$ cat src/shared/aws_defines.svh
// Register offsets, field positions, reset values and codes for the attribute strobe block
`ifndef AWS_DEFINES_SVH
`define AWS_DEFINES_SVH

`define AWS_OFF_WIN0 4'h0
`define AWS_OFF_WIN1 4'h4
`define AWS_OFF_WIN2 4'h8
`define AWS_OFF_WIN3 4'hc
`define AWS_WIN_RESET 24'h000000
`define AWS_WIN_MASK 24'hffffbf
`define AWS_F_CADDR_HI 23
`define AWS_F_CADDR_LO 12
`define AWS_F_BCNT_HI 11
`define AWS_F_BCNT_LO 8
`define AWS_F_YEN 5
`define AWS_F_XEN 4
`define AWS_F_PEN 3
`define AWS_F_POL 2
`define AWS_F_AT_HI 1
`define AWS_F_AT_LO 0
`define AWS_AT_SRAM 2'h1
`define AWS_AT_DRAM 2'h2
`define AWS_RESP_OKAY 2'h0
`define AWS_RESP_SLVERR 2'h2

`endif

$ cat src/shared/aws_pkg.sv
// Types shared by the attribute strobe block
package aws_pkg;
	typedef enum logic [1:0] {
		AWS_SPACE_P = 2'h0,
		AWS_SPACE_X = 2'h1,
		AWS_SPACE_Y = 2'h2,
		AWS_SPACE_NONE = 2'h3
	} aws_space_type;
	typedef enum logic [1:0] {
		AWS_W_IDLE = 2'h1,
		AWS_W_RESP = 2'h2
	} aws_wstate_type;
	typedef enum logic [1:0] {
		AWS_R_IDLE = 2'h1,
		AWS_R_DATA = 2'h2
	} aws_rstate_type;
endpackage

$ cat src/design/aws_strobe_select.sv
// Four address attribute windows with strobe pins, AXI4-Lite register slave
//
// Behaviour
// - X-space enable set compares X data accesses; clear means no compare.
// - Program-space enable set compares program accesses; clear means no compare.
// - Polarity clear drives strobe active low.
// - Polarity set drives strobe active high.
// - Access type 01 is SRAM, 10 is DRAM, 00 and 11 reserved.
// - DRAM type makes strobe a row strobe, otherwise an attribute strobe.
// - External accesses matching no window use SRAM timing.
// - Reset loads type 00 and clears polarity and space enables.
// - Twelve compare bits match top of the 24-bit external address.
// - Bit count picks compared MSBs; zero matches all external; 13-15 reserved.
// - Y-space enable set compares Y data accesses; clear means no compare.
`timescale 1ns/1ps
`include "aws_defines.svh"

module aws_strobe_select (
	input wire logic clk_sys,
	input wire logic rst_n,
	input wire logic [3:0] s_axi_awaddr,
	input wire logic s_axi_awvalid,
	output logic s_axi_awready,
	input wire logic [31:0] s_axi_wdata,
	input wire logic [3:0] s_axi_wstrb,
	input wire logic s_axi_wvalid,
	output logic s_axi_wready,
	output logic [1:0] s_axi_bresp,
	output logic s_axi_bvalid,
	input wire logic s_axi_bready,
	input wire logic [3:0] s_axi_araddr,
	input wire logic s_axi_arvalid,
	output logic s_axi_arready,
	output logic [31:0] s_axi_rdata,
	output logic [1:0] s_axi_rresp,
	output logic s_axi_rvalid,
	input wire logic s_axi_rready,
	input wire logic ext_access_valid,
	input wire aws_pkg::aws_space_type ext_access_space,
	input wire logic [23:0] ext_address,
	input wire logic ext_address_internal,
	output logic [3:0] attribute_row_strobe,
	output logic [3:0] row_strobe_mode,
	output logic sram_timing,
	output logic dram_timing,
	output logic window_hit
);
	import aws_pkg::*;

	////////////////////////////////////////////////////////////////////////
	// Decode helpers

	// Word address to window index; bit 2 set when address unmapped
	function automatic logic [2:0] win_decode(input logic [3:0] addr);
		unique case (addr)
			`AWS_OFF_WIN0: win_decode = 3'h0;
			`AWS_OFF_WIN1: win_decode = 3'h1;
			`AWS_OFF_WIN2: win_decode = 3'h2;
			`AWS_OFF_WIN3: win_decode = 3'h3;
			default: win_decode = 3'h4;
		endcase
	endfunction

	// Compare mask: top 'cnt' bits of the 12-bit field set
	function automatic logic [11:0] cmp_mask(input logic [3:0] cnt);
		logic [11:0] m;
		m = 12'h000;
		for (int i = 0; i < 12; i++) begin
			if (i >= 12 - int'(cnt)) begin
				m[i] = 1'b1;
			end
		end
		cmp_mask = m;
	endfunction

	////////////////////////////////////////////////////////////////////////
	// Register bus slave

	logic [23:0] win_q [4];
	logic [23:0] win_d [4];
	aws_wstate_type wst_q, wst_d;
	aws_rstate_type rst_q, rst_d;
	logic [3:0] awaddr_q, awaddr_d;
	logic aw_got_q, aw_got_d;
	logic [31:0] wdata_q, wdata_d;
	logic [3:0] wstrb_q, wstrb_d;
	logic w_got_q, w_got_d;
	logic [1:0] bresp_q, bresp_d;
	logic [31:0] rdata_q, rdata_d;
	logic [1:0] rresp_q, rresp_d;
	logic [2:0] widx;
	logic [2:0] ridx;
	logic [23:0] win_mask;
	logic awready_q, awready_d, wready_q, wready_d, bvalid_q, bvalid_d;
	logic arready_q, arready_d, rvalid_q, rvalid_d;

	assign widx = win_decode(awaddr_q);
	assign ridx = win_decode(s_axi_araddr);
	// Writable bits; reserved bit 6 always reads back as zero
	assign win_mask = `AWS_WIN_MASK;

	// Write path: collect address and data in either order, then respond
	always_comb begin
		wst_d = wst_q;
		awaddr_d = awaddr_q;
		aw_got_d = aw_got_q;
		wdata_d = wdata_q;
		wstrb_d = wstrb_q;
		w_got_d = w_got_q;
		bresp_d = bresp_q;
		for (int k = 0; k < 4; k++) begin
			win_d[k] = win_q[k];
		end
		unique case (wst_q)
			AWS_W_IDLE: begin
				if (s_axi_awvalid && !aw_got_q) begin
					awaddr_d = s_axi_awaddr;
					aw_got_d = 1'b1;
				end
				if (s_axi_wvalid && !w_got_q) begin
					wdata_d = s_axi_wdata;
					wstrb_d = s_axi_wstrb;
					w_got_d = 1'b1;
				end
				if (aw_got_q && w_got_q) begin
					if (widx[2]) begin
						bresp_d = `AWS_RESP_SLVERR;
					end else begin
						bresp_d = `AWS_RESP_OKAY;
						for (int b = 0; b < 3; b++) begin
							if (wstrb_q[b]) begin
								win_d[widx[1:0]][b*8 +: 8] = wdata_q[b*8 +: 8] & win_mask[b*8 +: 8];
							end
						end
					end
					aw_got_d = 1'b0;
					w_got_d = 1'b0;
					wst_d = AWS_W_RESP;
				end
			end
			AWS_W_RESP: begin
				if (s_axi_bready) begin
					wst_d = AWS_W_IDLE;
				end
			end
		endcase
		// Handshake outputs follow the next state so each leaves a flop
		awready_d = (wst_d == AWS_W_IDLE) && !aw_got_d;
		wready_d = (wst_d == AWS_W_IDLE) && !w_got_d;
		bvalid_d = (wst_d == AWS_W_RESP);
	end

	always_ff @(posedge clk_sys or negedge rst_n) begin
		if (!rst_n) begin
			wst_q <= AWS_W_IDLE;
			awaddr_q <= 4'h0;
			aw_got_q <= 1'b0;
			wdata_q <= 32'h00000000;
			wstrb_q <= 4'h0;
			w_got_q <= 1'b0;
			bresp_q <= `AWS_RESP_OKAY;
			awready_q <= 1'b1;
			wready_q <= 1'b1;
			bvalid_q <= 1'b0;
			for (int k = 0; k < 4; k++) begin
				win_q[k] <= `AWS_WIN_RESET;
			end
		end else begin
			wst_q <= wst_d;
			awaddr_q <= awaddr_d;
			aw_got_q <= aw_got_d;
			wdata_q <= wdata_d;
			wstrb_q <= wstrb_d;
			w_got_q <= w_got_d;
			bresp_q <= bresp_d;
			awready_q <= awready_d;
			wready_q <= wready_d;
			bvalid_q <= bvalid_d;
			for (int k = 0; k < 4; k++) begin
				win_q[k] <= win_d[k];
			end
		end
	end

	// Read path: one cycle to capture, then hold data until taken
	always_comb begin
		rst_d = rst_q;
		rdata_d = rdata_q;
		rresp_d = rresp_q;
		unique case (rst_q)
			AWS_R_IDLE: begin
				if (s_axi_arvalid) begin
					if (ridx[2]) begin
						rdata_d = 32'h00000000;
						rresp_d = `AWS_RESP_SLVERR;
					end else begin
						rdata_d = {8'h00, win_q[ridx[1:0]]};
						rresp_d = `AWS_RESP_OKAY;
					end
					rst_d = AWS_R_DATA;
				end
			end
			AWS_R_DATA: begin
				if (s_axi_rready) begin
					rst_d = AWS_R_IDLE;
				end
			end
		endcase
		// Read handshake outputs registered from the next state
		arready_d = (rst_d == AWS_R_IDLE);
		rvalid_d = (rst_d == AWS_R_DATA);
	end

	// Read state registers
	always_ff @(posedge clk_sys or negedge rst_n) begin
		if (!rst_n) begin
			rst_q <= AWS_R_IDLE;
			rdata_q <= 32'h00000000;
			rresp_q <= `AWS_RESP_OKAY;
			arready_q <= 1'b1;
			rvalid_q <= 1'b0;
		end else begin
			rst_q <= rst_d;
			rdata_q <= rdata_d;
			rresp_q <= rresp_d;
			arready_q <= arready_d;
			rvalid_q <= rvalid_d;
		end
	end

	// Ready and response outputs come from state flops
	assign s_axi_awready = awready_q;
	assign s_axi_wready = wready_q;
	assign s_axi_bvalid = bvalid_q;
	assign s_axi_bresp = bresp_q;
	assign s_axi_arready = arready_q;
	assign s_axi_rvalid = rvalid_q;
	assign s_axi_rdata = rdata_q;
	assign s_axi_rresp = rresp_q;

	////////////////////////////////////////////////////////////////////////
	// Window match and strobe drive

	logic [3:0] hit;
	logic [3:0] strobe_d, strobe_q;
	logic [3:0] ras_d, ras_q;
	logic sram_d, sram_q, dram_d, dram_q, any_d, any_q;

	generate
		for (genvar g = 0; g < 4; g++) begin : g_win
			logic space_ok;
			logic addr_ok;
			logic [11:0] msk;
			assign space_ok = (ext_access_space == AWS_SPACE_X && win_q[g][`AWS_F_XEN])
				|| (ext_access_space == AWS_SPACE_P && win_q[g][`AWS_F_PEN])
				|| (ext_access_space == AWS_SPACE_Y && win_q[g][`AWS_F_YEN]);
			// count of bits, zero means whole external space
			assign msk = cmp_mask(win_q[g][`AWS_F_BCNT_HI:`AWS_F_BCNT_LO]);
			assign addr_ok = ((ext_address[23:12] ^ win_q[g][`AWS_F_CADDR_HI:`AWS_F_CADDR_LO]) & msk) == 12'h000;
			// only on enabled external matching access
			assign hit[g] = ext_access_valid && !ext_address_internal && space_ok && addr_ok;
		end
	endgenerate

	// Strobe levels, mode and timing selection
	always_comb begin
		sram_d = 1'b0;
		dram_d = 1'b0;
		any_d = |hit;
		for (int k = 0; k < 4; k++) begin
			strobe_d[k] = hit[k] ^ ~win_q[k][`AWS_F_POL];
			ras_d[k] = win_q[k][`AWS_F_AT_HI:`AWS_F_AT_LO] == `AWS_AT_DRAM;
		end
		// type code select, lowest window first
		for (int k = 3; k >= 0; k--) begin
			if (hit[k]) begin
				sram_d = win_q[k][`AWS_F_AT_HI:`AWS_F_AT_LO] == `AWS_AT_SRAM;
				dram_d = win_q[k][`AWS_F_AT_HI:`AWS_F_AT_LO] == `AWS_AT_DRAM;
			end
		end
		if (ext_access_valid && !ext_address_internal && !any_d) begin
			sram_d = 1'b1;
		end
	end

	// Pin registers; reset leaves strobes at the low-active idle level
	always_ff @(posedge clk_sys or negedge rst_n) begin
		if (!rst_n) begin
			strobe_q <= 4'hf;
			ras_q <= 4'h0;
			sram_q <= 1'b0;
			dram_q <= 1'b0;
			any_q <= 1'b0;
		end else begin
			strobe_q <= strobe_d;
			ras_q <= ras_d;
			sram_q <= sram_d;
			dram_q <= dram_d;
			any_q <= any_d;
		end
	end

	assign attribute_row_strobe = strobe_q;
	assign row_strobe_mode = ras_q;
	assign sram_timing = sram_q;
	assign dram_timing = dram_q;
	assign window_hit = any_q;
endmodule

$ cat config.mk
export PLATFORM = sky130hd
export DESIGN_NAME = aws_strobe_select
export DESIGN_NICKNAME = d
export VERILOG_FILES = /design/src/shared/aws_pkg.sv /design/src/design/aws_strobe_select.sv
export VERILOG_INCLUDE_DIRS = /design/src /design/src/shared
export SDC_FILE = /design/constraint.sdc
export NUM_CORES = 1
export LEC_CHECK = 0
export BUFFER_PORTS_ARGS = -buffer_cell sky130_fd_sc_hd__buf_2
export CAP_MARGIN = 30
export CORE_ASPECT_RATIO = 0.5
export CORE_MARGIN = 5
export CORE_UTILIZATION = 60
export DETAILED_ROUTE_END_ITERATION = 7
export GPL_ROUTABILITY_DRIVEN = 1
export HOLD_SLACK_MARGIN = 0.1
export PLACE_DENSITY = 0.84
export SLEW_MARGIN = 20
export SYNTH_ARGS = -nofsm -noshare
export SYNTH_HDL_FRONTEND = slang
export SYNTH_SLANG_ARGS = --single-unit
$ cat constraint.sdc
create_clock -name clk_sys -period 5.18 [get_ports clk_sys]
set_input_delay 0.518 -clock clk_sys [delete_from_list [all_inputs] [get_ports clk_sys]]
set_output_delay 0.518 -clock clk_sys [all_outputs]
set_load 0.005 [all_outputs]
# == Word-level counts from Yosys, hierarchy flattened ==
# Index checks and enable logic that the tools add are counted.
# W data, S select, Z words.
# totals
output_inout_bits,52
in_bits,79
elab_cells,272
register_bits,185
# op_classes
n_eq_ne,24
bitwise_logic,19
mux,95
n_addsub,4
reduce_logical,55
magnitude_cmp,51
# ops
op,n
$mux W96,9
$bwmux W96,3
$demux W24 S2,3
$mux W24,4
$ge A4 B5 Y1 const A,16
$ge A5 B5 Y1 const A,16
$mux W1,63
$and A12 B12 Y12,4
$bmux W24 S2,1
$logic_not A12 Y1,4
$xor A12 B12 Y12,4
$ge A3 B5 Y1 const A,8
$logic_and A1 B1 Y1,28
$pmux W3 S4,2
$ge A1 B5 Y1 const A,4
$ge A2 B5 Y1 const A,4
$sub A4 B4 Y5 const A,4
$eq A2 B1 Y1 const B,9
$eq A2 B2 Y1 const B,9
$eq A4 B4 Y1 const B,4
$mux W16,1
$mux W2,6
$eq A4 B3 Y1 const B,2
$logic_not A4 Y1,2
13 further kinds,38

# == Longest topological paths before layout ==
# Gate-level depths: netlist (run 1).
# logic_depth
depth_word,19
ltp_mapped,14
mapped_depth_nobuf,12

# == Worst setup path before layout (run 1) ==
# No wires, ideal clock.
# synth_timing
kind,register -> register
start,reg win_q[32] in the netlist's numbering
end,reg dram_q (netlist: dram_timing)
setup_ps,135
period_less_slack_ps,2715
path_buffers,1
path_slack_ps,2465
required_time_ps,5045
path_stages_with_launch,14
arrival_time_ps,2580
cell_sequence,dfrtp_1 buf_2 inv_1 ha_1 o21ai_1 or3_1 a21boi_0 ha_1 nor2b_1 a21oi_1 a311oi_1 and4_1 a311oi_1 o32ai_1
# synth_via
elab_chain_len,9
word_cells_on_any_way,31
classes_between,add/sub: 1; order compare: 12; mux: 15; bitwise: 1; reduce/logical: 2
# synth_rtl
item,line_no,text
"start, declared",aws_strobe_select.sv:79,logic [23:0] win_q [4];
"start signal, assigned by index",aws_strobe_select.sv:166,win_q[k] <= `AWS_WIN_RESET;
"start signal, assigned by index",aws_strobe_select.sv:180,win_q[k] <= win_d[k];
$sub A4 B4 Y5 *,aws_strobe_select.sv:69,if (i >= 12 - int'(cnt)) begin
$ge A1 B5 Y1 (tied with other cells),aws_strobe_select.sv:69,
$mux W1,aws_strobe_select.sv:69,
$and A12 B12 Y12 *,aws_strobe_select.sv:259,assign addr_ok = ((ext_address[23:12] ^ win_q[g][`AWS_F_CADDR_HI:`AWS_F_CADDR_LO]) & msk) == 12'h000;
$logic_not A12 Y1 *,aws_strobe_select.sv:259,
$logic_and A1 B1 Y1 *,aws_strobe_select.sv:261,assign hit[g] = ext_access_valid && !ext_address_internal && space_ok && addr_ok;
$mux W1 * (3 in series),aws_strobe_select.sv:276,if (hit[k]) begin
named net dram_d,aws_strobe_select.sv:247,"logic sram_d, sram_q, dram_d, dram_q, any_d, any_q;"
"end signal, assigned",aws_strobe_select.sv:298,dram_q <= dram_d;
"end, declared",aws_strobe_select.sv:247,
# Mark *: on every way through the listed nets, which the timed path passes. The rest lies on a longest branch.
# A chain may end at the register's enable or synchronous reset.

# == Final worst setup path (run 1) ==
# Same ends and word-level chain as after synthesis.

==> metrics, run 1 <==
vias in the first global route=7,020; fillers=1,036; Synth area leader=dfrtp_1; IO buf count=97; FMAX=290 MHz; die area=0.0177 mm2; Avg Vias per Cell=6.50; min Tclk post-route=3450 ps; worst hold margin=84.9 ps; Yosys Warn Count=0; clock sink total=169; post-route insts no fill=1,122; clk buf depth=2; reg-to-reg setup timing slack=1730 ps; dominant cells by area after synthesis=dfrtp_1 44%, mux2_2 15%, nand2_1 3.3%; fin nets=1,000; most frequent cell after synthesis=dfrtp_1; Die Height=96.7 um; Clock Latency Late Sink=440 ps; Relative slew margins=0.363; initial drt markers=1,035; Synth-to-Final Area Change=13.4%; Num CTS Buffers=17; final setup TNS=0 ps; first-pass GRT wire length=38.9 mm; core area=0.0146 mm2; RR Endpoint=dram_timing$_DFF_PN0_; per-cell routed wire length=22.0 um; DRT Pass-1 Iters=6; initial antenna violation count=0; RSZ-0062 raised after global routing=false; starting density of the core=0.618; Seq/Total Area, Yosys=0.471; CTS Hold Buffers Added=0; PnR Total Power=4.65 mW; class of the worst hold path=in -> async; DRC=0; crit-path max FO=13; Clock Skew=17.5 ps; hpwl dp=17.2 mm; DP Area=0.00957 mm2; Max-Cap Viols=0; share of cells above drive strength 1=0.301; Setup Buffers After CTS=0; gp weighted congestion=0.933; Worst Reg-to-Reg Cells=12; Die X=183 um; Overflow after GRT=0; top cell type's share of synthesized area=0.444; max-slew violation count=0; crit path capture type=flop; status=finished, final reports clean; Worst Max-Slew Pin Slew=947 ps; Avg Cell Area, Syn=10.8 um2; via count=7,290; Worst EP arrival=3750 ps; CTS tree=built; Worst Setup Start Kind=flop; Inserted Diodes=0; Final setup viols=0; FF/Latch Area=0.00424 mm2; row count=31; worst r2r src=win_q[32]$_DFFE_PN0P_; top_reg_cell synth=dfrtp_1; H-tree depth=4; Detail Route Antenna Nets=0; synth cell count leaders=160 x dfrtp_1, 123 x mux2_2, 80 x nand2_1; pwr/cell area=455 mW/mm2; post-cts sizing count=0; Cells after Synth=837; Yosys cell types=71; static leakage=4.88 nW; fin crit share=0.665; final hold vios=0; fin area=0.0102 mm2; Worst-path clk slew=70 ps; Worst Setup Path Type=reg -> reg; maximum vdd drop=270 uV; ys async rst share=1.00; total length of routed wires=24.6 mm; number of flops mapped to enable cells by yosys=0; pin count of the biggest net entering global routing=70; Synth Cell Area=0.00901 mm2; WP data required=5480 ps; FF+latch count, synth=169; placed insts=1,088; Root Buffer=clkbuf_16; Total GRT Usage=0.277; Ports=131; area of the multi-input gates=0.00446 mm2
==> through the flow <==
step	utilization	worst slack, ps
6_report	0.701	1730
4_1_cts	0.699	1770
2_1_floorplan	-	2460
5_1_grt	0.701	1520
3_3_place_gp	0.656	2000
3_5_place_dp	0.656	1880
==> cells in the final DEF, fill, tap and decap left out, types with 9 or more instances in the layout <==
cell,netlist,layout
mux2_2,123,123
xnor2_1,31,31
nand4_1,9,9
o221ai_1,19,19
a31oi_1,21,21
xor2_1,23,23
nor2b_1,15,15
ha_1,10,10
a21oi_1,28,28
conb_1,1,11
dfstp_2,9,9
buf_2,7,96
dfrtp_1,160,160
nand3_1,9,9
o21ai_0,25,25
nand2_1,80,80
inv_1,20,20
a21o_1,21,21
clkbuf_16,0,17
nor2_1,38,38
==> kinds of logic (layout without fill, tap and decap cells) <==
logic type | Yosys count | in the layout | synth area share
compound gates | 183 | 183 | 0.143
buf+inv | 81 | 158 | 0.0401
other cells | 1 | 11 | 0.000416
fa+ha+maj | 10 | 10 | 0.0139
xor+xnor | 54 | 54 | 0.0525
simple gates | 211 | 211 | 0.120
flops | 169 | 169 | 0.471
mux | 128 | 128 | 0.159
==> report_power, final <==
| group | internal (mW) | leakage [nW] | total [mW] | switching [mW] |
|---|---|---|---|---|
| clock | 0.748 | 0.303 | 1.35 | 0.604 |
| sequential | 1.69 | 2.24 | 2.11 | 0.418 |
| combinational | 0.581 | 2.34 | 1.19 | 0.605 |
==> worst max path at each step <==
stage	from	endpoint	slack [ps]	cells past startpoint
floorplan	win_q[32]$_DFFE_PN0P_	dram_timing$_DFF_PN0_	2460	13
global placement	win_q[32]$_DFFE_PN0P_	dram_timing$_DFF_PN0_	2000	12
detailed placement	win_q[32]$_DFFE_PN0P_	dram_timing$_DFF_PN0_	1880	12
CTS	win_q[32]$_DFFE_PN0P_	dram_timing$_DFF_PN0_	1770	12
global route	win_q[32]$_DFFE_PN0P_	dram_timing$_DFF_PN0_	1520	12
finish	win_q[32]$_DFFE_PN0P_	dram_timing$_DFF_PN0_	1730	12
==> registers in the layout (all words and copies together) (netlist names) <==
signal                count
window_hit                1
attribute_row_strobe      4
wdata_q                  23
sram_timing               1
s_axi_awready             1
dram_timing               1
aw_got_q                  1
s_axi_bvalid              1
win_q                    92
wstrb_q                   3
s_axi_arready             1
s_axi_wready              1
w_got_q                   1
rst_q                     2
s_axi_rresp               1
s_axi_bresp               1
s_axi_rdata              23
s_axi_rvalid              1
row_strobe_mode           4
awaddr_q                  4
wst_q                     2
==> critical path: stages, from the launching register on <==
cell	delay, ps
dfrtp_1	520
inv_1	170
ha_1	430
nor4bb_1	370
o21ai_1	160
a21boi_0	220
ha_1	270
nor2b_1	150
a21oi_1	230
a311oi_1	130
and4_1	230
a311oi_1	260
o32ai_1	150
==> area by class of cell <==
cell class	instances	area share
Clock buffer	18	0.0430
Clock inverter	14	0.0179
Inverter	20	0.00734
Multi-Input combinational cell	597	0.437
Sequential cell	169	0.415
Tap cell	198	0.0242
Timing Repair Buffer	106	0.0562
==> routing by layer <==
metal	track usage	wire [um]	vias to the layer above
li1	-	-	3189
met1	0.397	10400	3628
met2	0.427	11100	419
met3	0.0690	2690	54
met4	0.0669	405	0
met5	0	0	-
No activity file was read; power rests on OpenSTA's default activity.
==> inputs of run 2 (changes only) <==
--- a/config.mk
+++ b/config.mk
@@ -10,11 +10,11 @@
 export CAP_MARGIN = 30
 export CORE_ASPECT_RATIO = 0.5
 export CORE_MARGIN = 5
-export CORE_UTILIZATION = 60
+export CORE_UTILIZATION = 52
 export DETAILED_ROUTE_END_ITERATION = 7
 export GPL_ROUTABILITY_DRIVEN = 1
 export HOLD_SLACK_MARGIN = 0.1
-export PLACE_DENSITY = 0.84
+export PLACE_DENSITY = 0.78
 export SLEW_MARGIN = 20
 export SYNTH_ARGS = -nofsm -noshare
 export SYNTH_HDL_FRONTEND = slang
==> constraint.sdc (replaced) <==
create_clock -name clk_sys -period 2.8 [get_ports clk_sys]
set_input_delay 0.28 -clock clk_sys [delete_from_list [all_inputs] [get_ports clk_sys]]
set_output_delay 0.28 -clock clk_sys [all_outputs]
set_load 0.005 [all_outputs]
==> metrics, run 2 (synthesis results as in run 1) <==
Total GRT Usage=0.250; initial drt markers=693; core area=0.0172 mm2; static leakage=5.10 nW; via count=7,227; Root Buffer=clkbuf_16; DRC=0; Detail Route Antenna Nets=0; Worst Setup Path Type=reg -> reg; Worst Setup Start Kind=flop; share of cells above drive strength 1=0.312; Worst-path clk slew=70 ps; Critical Path End=dram_timing$_DFF_PN0_; Final setup viols=0; final hold vios=0; Worst Max-Slew Pin Slew=992 ps; crit-path max FO=3; status=finished, final reports clean; met2 wire len=11.4 mm; initial antenna violation count=3; starting density of the core=0.524; Relative slew margins=0.338; Die X=196 um; class of the worst hold path=in -> reg; vias in the first global route=7,037; Die Height=103 um; Avg Vias per Cell=5.96; Reg with most FFs=win_q; clock sink total=169; die area=0.0202 mm2; met1 WL=11.3 mm; hpwl dp=18.3 mm; maximum vdd drop=513 uV; crit path launch=win_q[32]$_DFFE_PN0P_; fin crit share=0.955; pin count of the biggest net entering global routing=75; worst r2r src=win_q[32]$_DFFE_PN0P_; DRT Pass-1 Iters=5; Setup Buffers After CTS=0; pwr/cell area=799 mW/mm2; gp weighted congestion=0.974; Synth-to-Final Area Change=19.0%; fin area=0.0107 mm2; Clock Latency Late Sink=430 ps; Overflow after GRT=0; PnR Total Power=8.57 mW; Clock Skew=12.4 ps; H-tree depth=4; max FFs per register=92; crit path capture type=flop; row count=34; Worst EP arrival=2980 ps; total length of routed wires=25.1 mm; most frequent cells in the layout=160 x dfrtp_1, 123 x mux2_2, 96 x buf_2; Worst Reg-to-Reg Cells=12; max-slew violation count=0; clk buf depth=2; Num CTS Buffers=17; metal3 WL=1.97 mm; highest routed metal layer=met5; fin nets=1,054; IO buf count=97; RR Endpoint=dram_timing$_DFF_PN0_; Max-Cap Viols=0; RSZ-0062 raised after global routing=false; CTS tree=built; reg-to-reg setup timing slack=130 ps; final setup TNS=0 ps; Inserted Diodes=0; first-pass GRT wire length=39.0 mm; DP Area=0.00981 mm2; FMAX=374 MHz; min Tclk post-route=2670 ps; Ports=131; WP data required=3110 ps; most common cell after layout, fill and taps aside=dfrtp_1; per-cell routed wire length=20.7 um
run 2: cell types whose count changed in the layout (fill, tap and decap cells not counted), moves of 2 or more:
| cell | change |
|---|---|
| clkinv_4 | +4 |
| inv_6 | -2 |
| clkinv_8 | -2 |
| buf_8 | -2 |
| clkinvlp_4 | +2 |
| inv_8 | -3 |
| dlygate4sd3_1 | +31 |
| buf_4 | +24 |
| clkbuf_8 | +2 |
run 2: layout make-up:
cell class / count / area [um2]
clock buffers: 21 / 470
clock inverters: 11 / 114
fillers: 1373 / 6470
inverters: 20 / 75.1
multi-input cells: 597 / 4470
flip-flops and latches: 169 / 4240
well taps: 234 / 293
repair buffers: 160 / 1050
run 2: what timing repair did:
item	4_1_cts	5_1_grt
gates resized for setup	0	6
pin swaps	1	0
gates cloned	0	0
hold buffers	31	0
hold endpoints to repair	99	0
endpoints found under the setup margin	1	2
run 2: worst max-delay path, cell delays in order, from the launching register on:
cell      delay, ps
dfrtp_1         390
inv_2            80
ha_2            190
o21ai_1         100
or3_1           370
a21boi_1        150
ha_1            260
nor2b_2         170
a21oi_2         150
a311oi_1        110
and4_1          220
a311oi_1        240
o32ai_1         130
run 2: how the worst min path moves through the flow:
stage                     cells after the start  slack [ps]             from                 endpoint
after global routing                          2         110  s_axi_wdata[18]  wdata_q[18]$_DFFE_PN0P_
after detailed placement                      1         340            rst_n    win_q[23]$_DFFE_PN0P_
after global placement                        1         340            rst_n    win_q[22]$_DFFE_PN0P_
after floorplan                               0         -20            rst_n       aw_got_q$_DFF_PN0_
final                                         2         120  s_axi_wdata[18]  wdata_q[18]$_DFFE_PN0P_
after CTS                                     2         110  s_axi_wdata[18]  wdata_q[18]$_DFFE_PN0P_
run 2: stage by stage:
| stage | setup slack (ps) | util | cells | hold WS [ps] |
|---|---|---|---|---|
| after detailed placement | 26.0 | 0.571 | 1149 | 343 |
| after global placement | 140 | 0.571 | 1149 | 336 |
| after global routing | 10.2 | 0.624 | 1212 | 114 |
| final | 126 | 0.624 | 1212 | 124 |
| after CTS | 16.5 | 0.623 | 1212 | 110 |
| after floorplan | 84.8 | - | 847 | -15.6 |
run 2: metal layers:
metal / track usage / vias to the layer above
met3: 0.0646 / 41
met2: 0.390 / 278
met1: 0.354 / 3621
met5: 0 / -
met4: 0.0638 / 6
li1: - / 3281
run 2: power by group:
| group | total (mW) | internal (mW) | leakage [nW] | switching, mW |
|---|---|---|---|---|
| sequential | 3.85 | 3.14 | 2.24 | 0.709 |
| clock | 2.33 | 1.31 | 0.276 | 1.02 |
| combinational | 2.39 | 1.17 | 2.59 | 1.22 |
==> inputs of run 3 (changes only) <==
--- a/config.mk
+++ b/config.mk
@@ -15,6 +15,7 @@
 export GPL_ROUTABILITY_DRIVEN = 1
 export HOLD_SLACK_MARGIN = 0.1
 export PLACE_DENSITY = 0.78
+export RECOVER_POWER = 50
 export SLEW_MARGIN = 20
 export SYNTH_ARGS = -nofsm -noshare
 export SYNTH_HDL_FRONTEND = slang
==> metrics, run 3 (synthesis results as in run 1) <==
status=finished, violations left; failing checks=max-capacitance violations, max-slew violations; Worst Reg-to-Reg Cells=12; static leakage=5.02 nW; clk buf depth=2; fin nets=1,054; WP data required=3100 ps; share of cells above drive strength 1=0.291; worst-path cell chain=inv_2 -> ha_2 -> o21ai_1 -> or3_1 -> a21boi_1 -> ha_1 -> nor2b_2 -> a21oi_2 -> a311oi_1 -> and4_1 -> a311oi_1 -> o32ai_1; pwr/cell area=799 mW/mm2; Worst Max-Slew Pin Slew=1880 ps; CTS tree=built; maximum vdd drop=511 uV; placed insts=1,149; Avg Vias per Cell=5.98; Num CTS Buffers=17; Die Height=103 um; Worst Hold End=wdata_q[18]$_DFFE_PN0P_; worst path bufs/invs=1; worst hold margin=124 ps; crit-path max FO=3; H-tree depth=4; DRC=0; core area=0.0172 mm2; cell mode on critical path=a311oi_1; final hold vios=0; fin area=0.0107 mm2; RSZ-0062 raised after global routing=false; post-route insts no fill=1,212; Detail Route Antenna Nets=0; class of the worst hold path=in -> reg; RR Endpoint=dram_timing$_DFF_PN0_; Inserted Diodes=0; PnR Total Power=8.54 mW; Relative slew margins=-0.256; Clock Skew=11.2 ps; min Tclk post-route=2680 ps; Worst Setup Start Kind=flop; Overflow after GRT=0; Root Buffer=clkbuf_16; vias in the first global route=7,037; initial drt markers=679; max-slew violation count=74; die area=0.0202 mm2; per-cell routed wire length=20.6 um; reg-to-reg setup timing slack=120 ps; most common cell after layout, fill and taps aside=dfrtp_1; critical path's top delay family=compound AO/OA/AOI/OAI gates; crit path capture type=flop; Worst EP arrival=2990 ps; hold path depth=2; clock sink total=169; initial antenna violation count=3; IO buf count=97; Max-Cap Viols=1; post-layout util=0.622; DP Area=0.00981 mm2; first-pass GRT wire length=39.0 mm; fin crit share=0.958; via count=7,242; Synth-to-Final Area Change=18.5%; fillers=1,381; Die X=196 um; Total GRT Usage=0.250; hold_sp=s_axi_wdata[18]; DRT Pass-1 Iters=5; worst slack at placement=26.0 ps; Setup Buffers After CTS=0; gp weighted congestion=0.974; slowest stage cell, crit path=dfrtp_1; row count=34; Worst Setup Path Type=reg -> reg; Ports=131; Reg with most FFs=win_q; Final setup viols=0; most frequent cells in the layout=160 x dfrtp_1, 123 x mux2_2, 80 x nand2_1; final setup TNS=0 ps; worst setup margin=117 ps; worst r2r src=win_q[32]$_DFFE_PN0P_; FMAX=373 MHz; total length of routed wires=25.0 mm; slowest stage delay, CP=390 ps; starting density of the core=0.524; Worst-path clk slew=70 ps; max FFs per register=92; hpwl dp=18.3 mm; pin count of the biggest net entering global routing=75; Clock Latency Late Sink=430 ps
-- run 3: cell types whose count changed in the layout (fill, tap and decap cells not counted), sizes merged --
cell	change
buf	-22
clkbuf	+22
-- run 3: final cells by class --
class                   instances  area, um2  share of cell area
multi-input cells             597       4470               0.419
flip-flops and latches        169       4240               0.397
repair buffers                160       1020              0.0953
clock buffers                  21        470              0.0440
well taps                     234        293              0.0274
clock inverters                11        114              0.0107
inverters                      20       75.1             0.00703
-- run 3: where the power goes --
group	switching [mW]	internal [mW]	leakage, nW	total (mW)
Clock	1.02	1.31	0.276	2.33
Sequential	0.713	3.14	2.23	3.85
Combinational	1.22	1.15	2.51	2.37
Total	2.95	5.59	5.02	8.54
-- run 3: routing by layer --
layer / global-route usage / wire length [um] / up-vias
met4: 0.0638 / 363 / 6
met5: 0 / 26 / -
li1: - / - / 3291
met2: 0.390 / 11400 / 304
met1: 0.354 / 11200 / 3605
met3: 0.0646 / 2040 / 36
-- run 3: worst max path at each step --
stage                                from                    end  slack (ps)  depth (start not counted)
floorplan           win_q[32]$_DFFE_PN0P_  dram_timing$_DFF_PN0_          80                         13
global placement    win_q[32]$_DFFE_PN0P_  dram_timing$_DFF_PN0_         140                         12
detailed placement  win_q[32]$_DFFE_PN0P_  dram_timing$_DFF_PN0_          30                         12
CTS                 win_q[32]$_DFFE_PN0P_  dram_timing$_DFF_PN0_          20                         12
global route        win_q[33]$_DFFE_PN0P_  dram_timing$_DFF_PN0_          10                         12
finish              win_q[32]$_DFFE_PN0P_  dram_timing$_DFF_PN0_         120                         12
-- run 3: timing repair --
item | in CTS | in global routing
hold buffers | 31 | 0
endpoints found under the hold margin | 99 | 0
setup endpoints to repair | 1 | 2
pin swaps | 1 | 0
resized for setup | 0 | 6
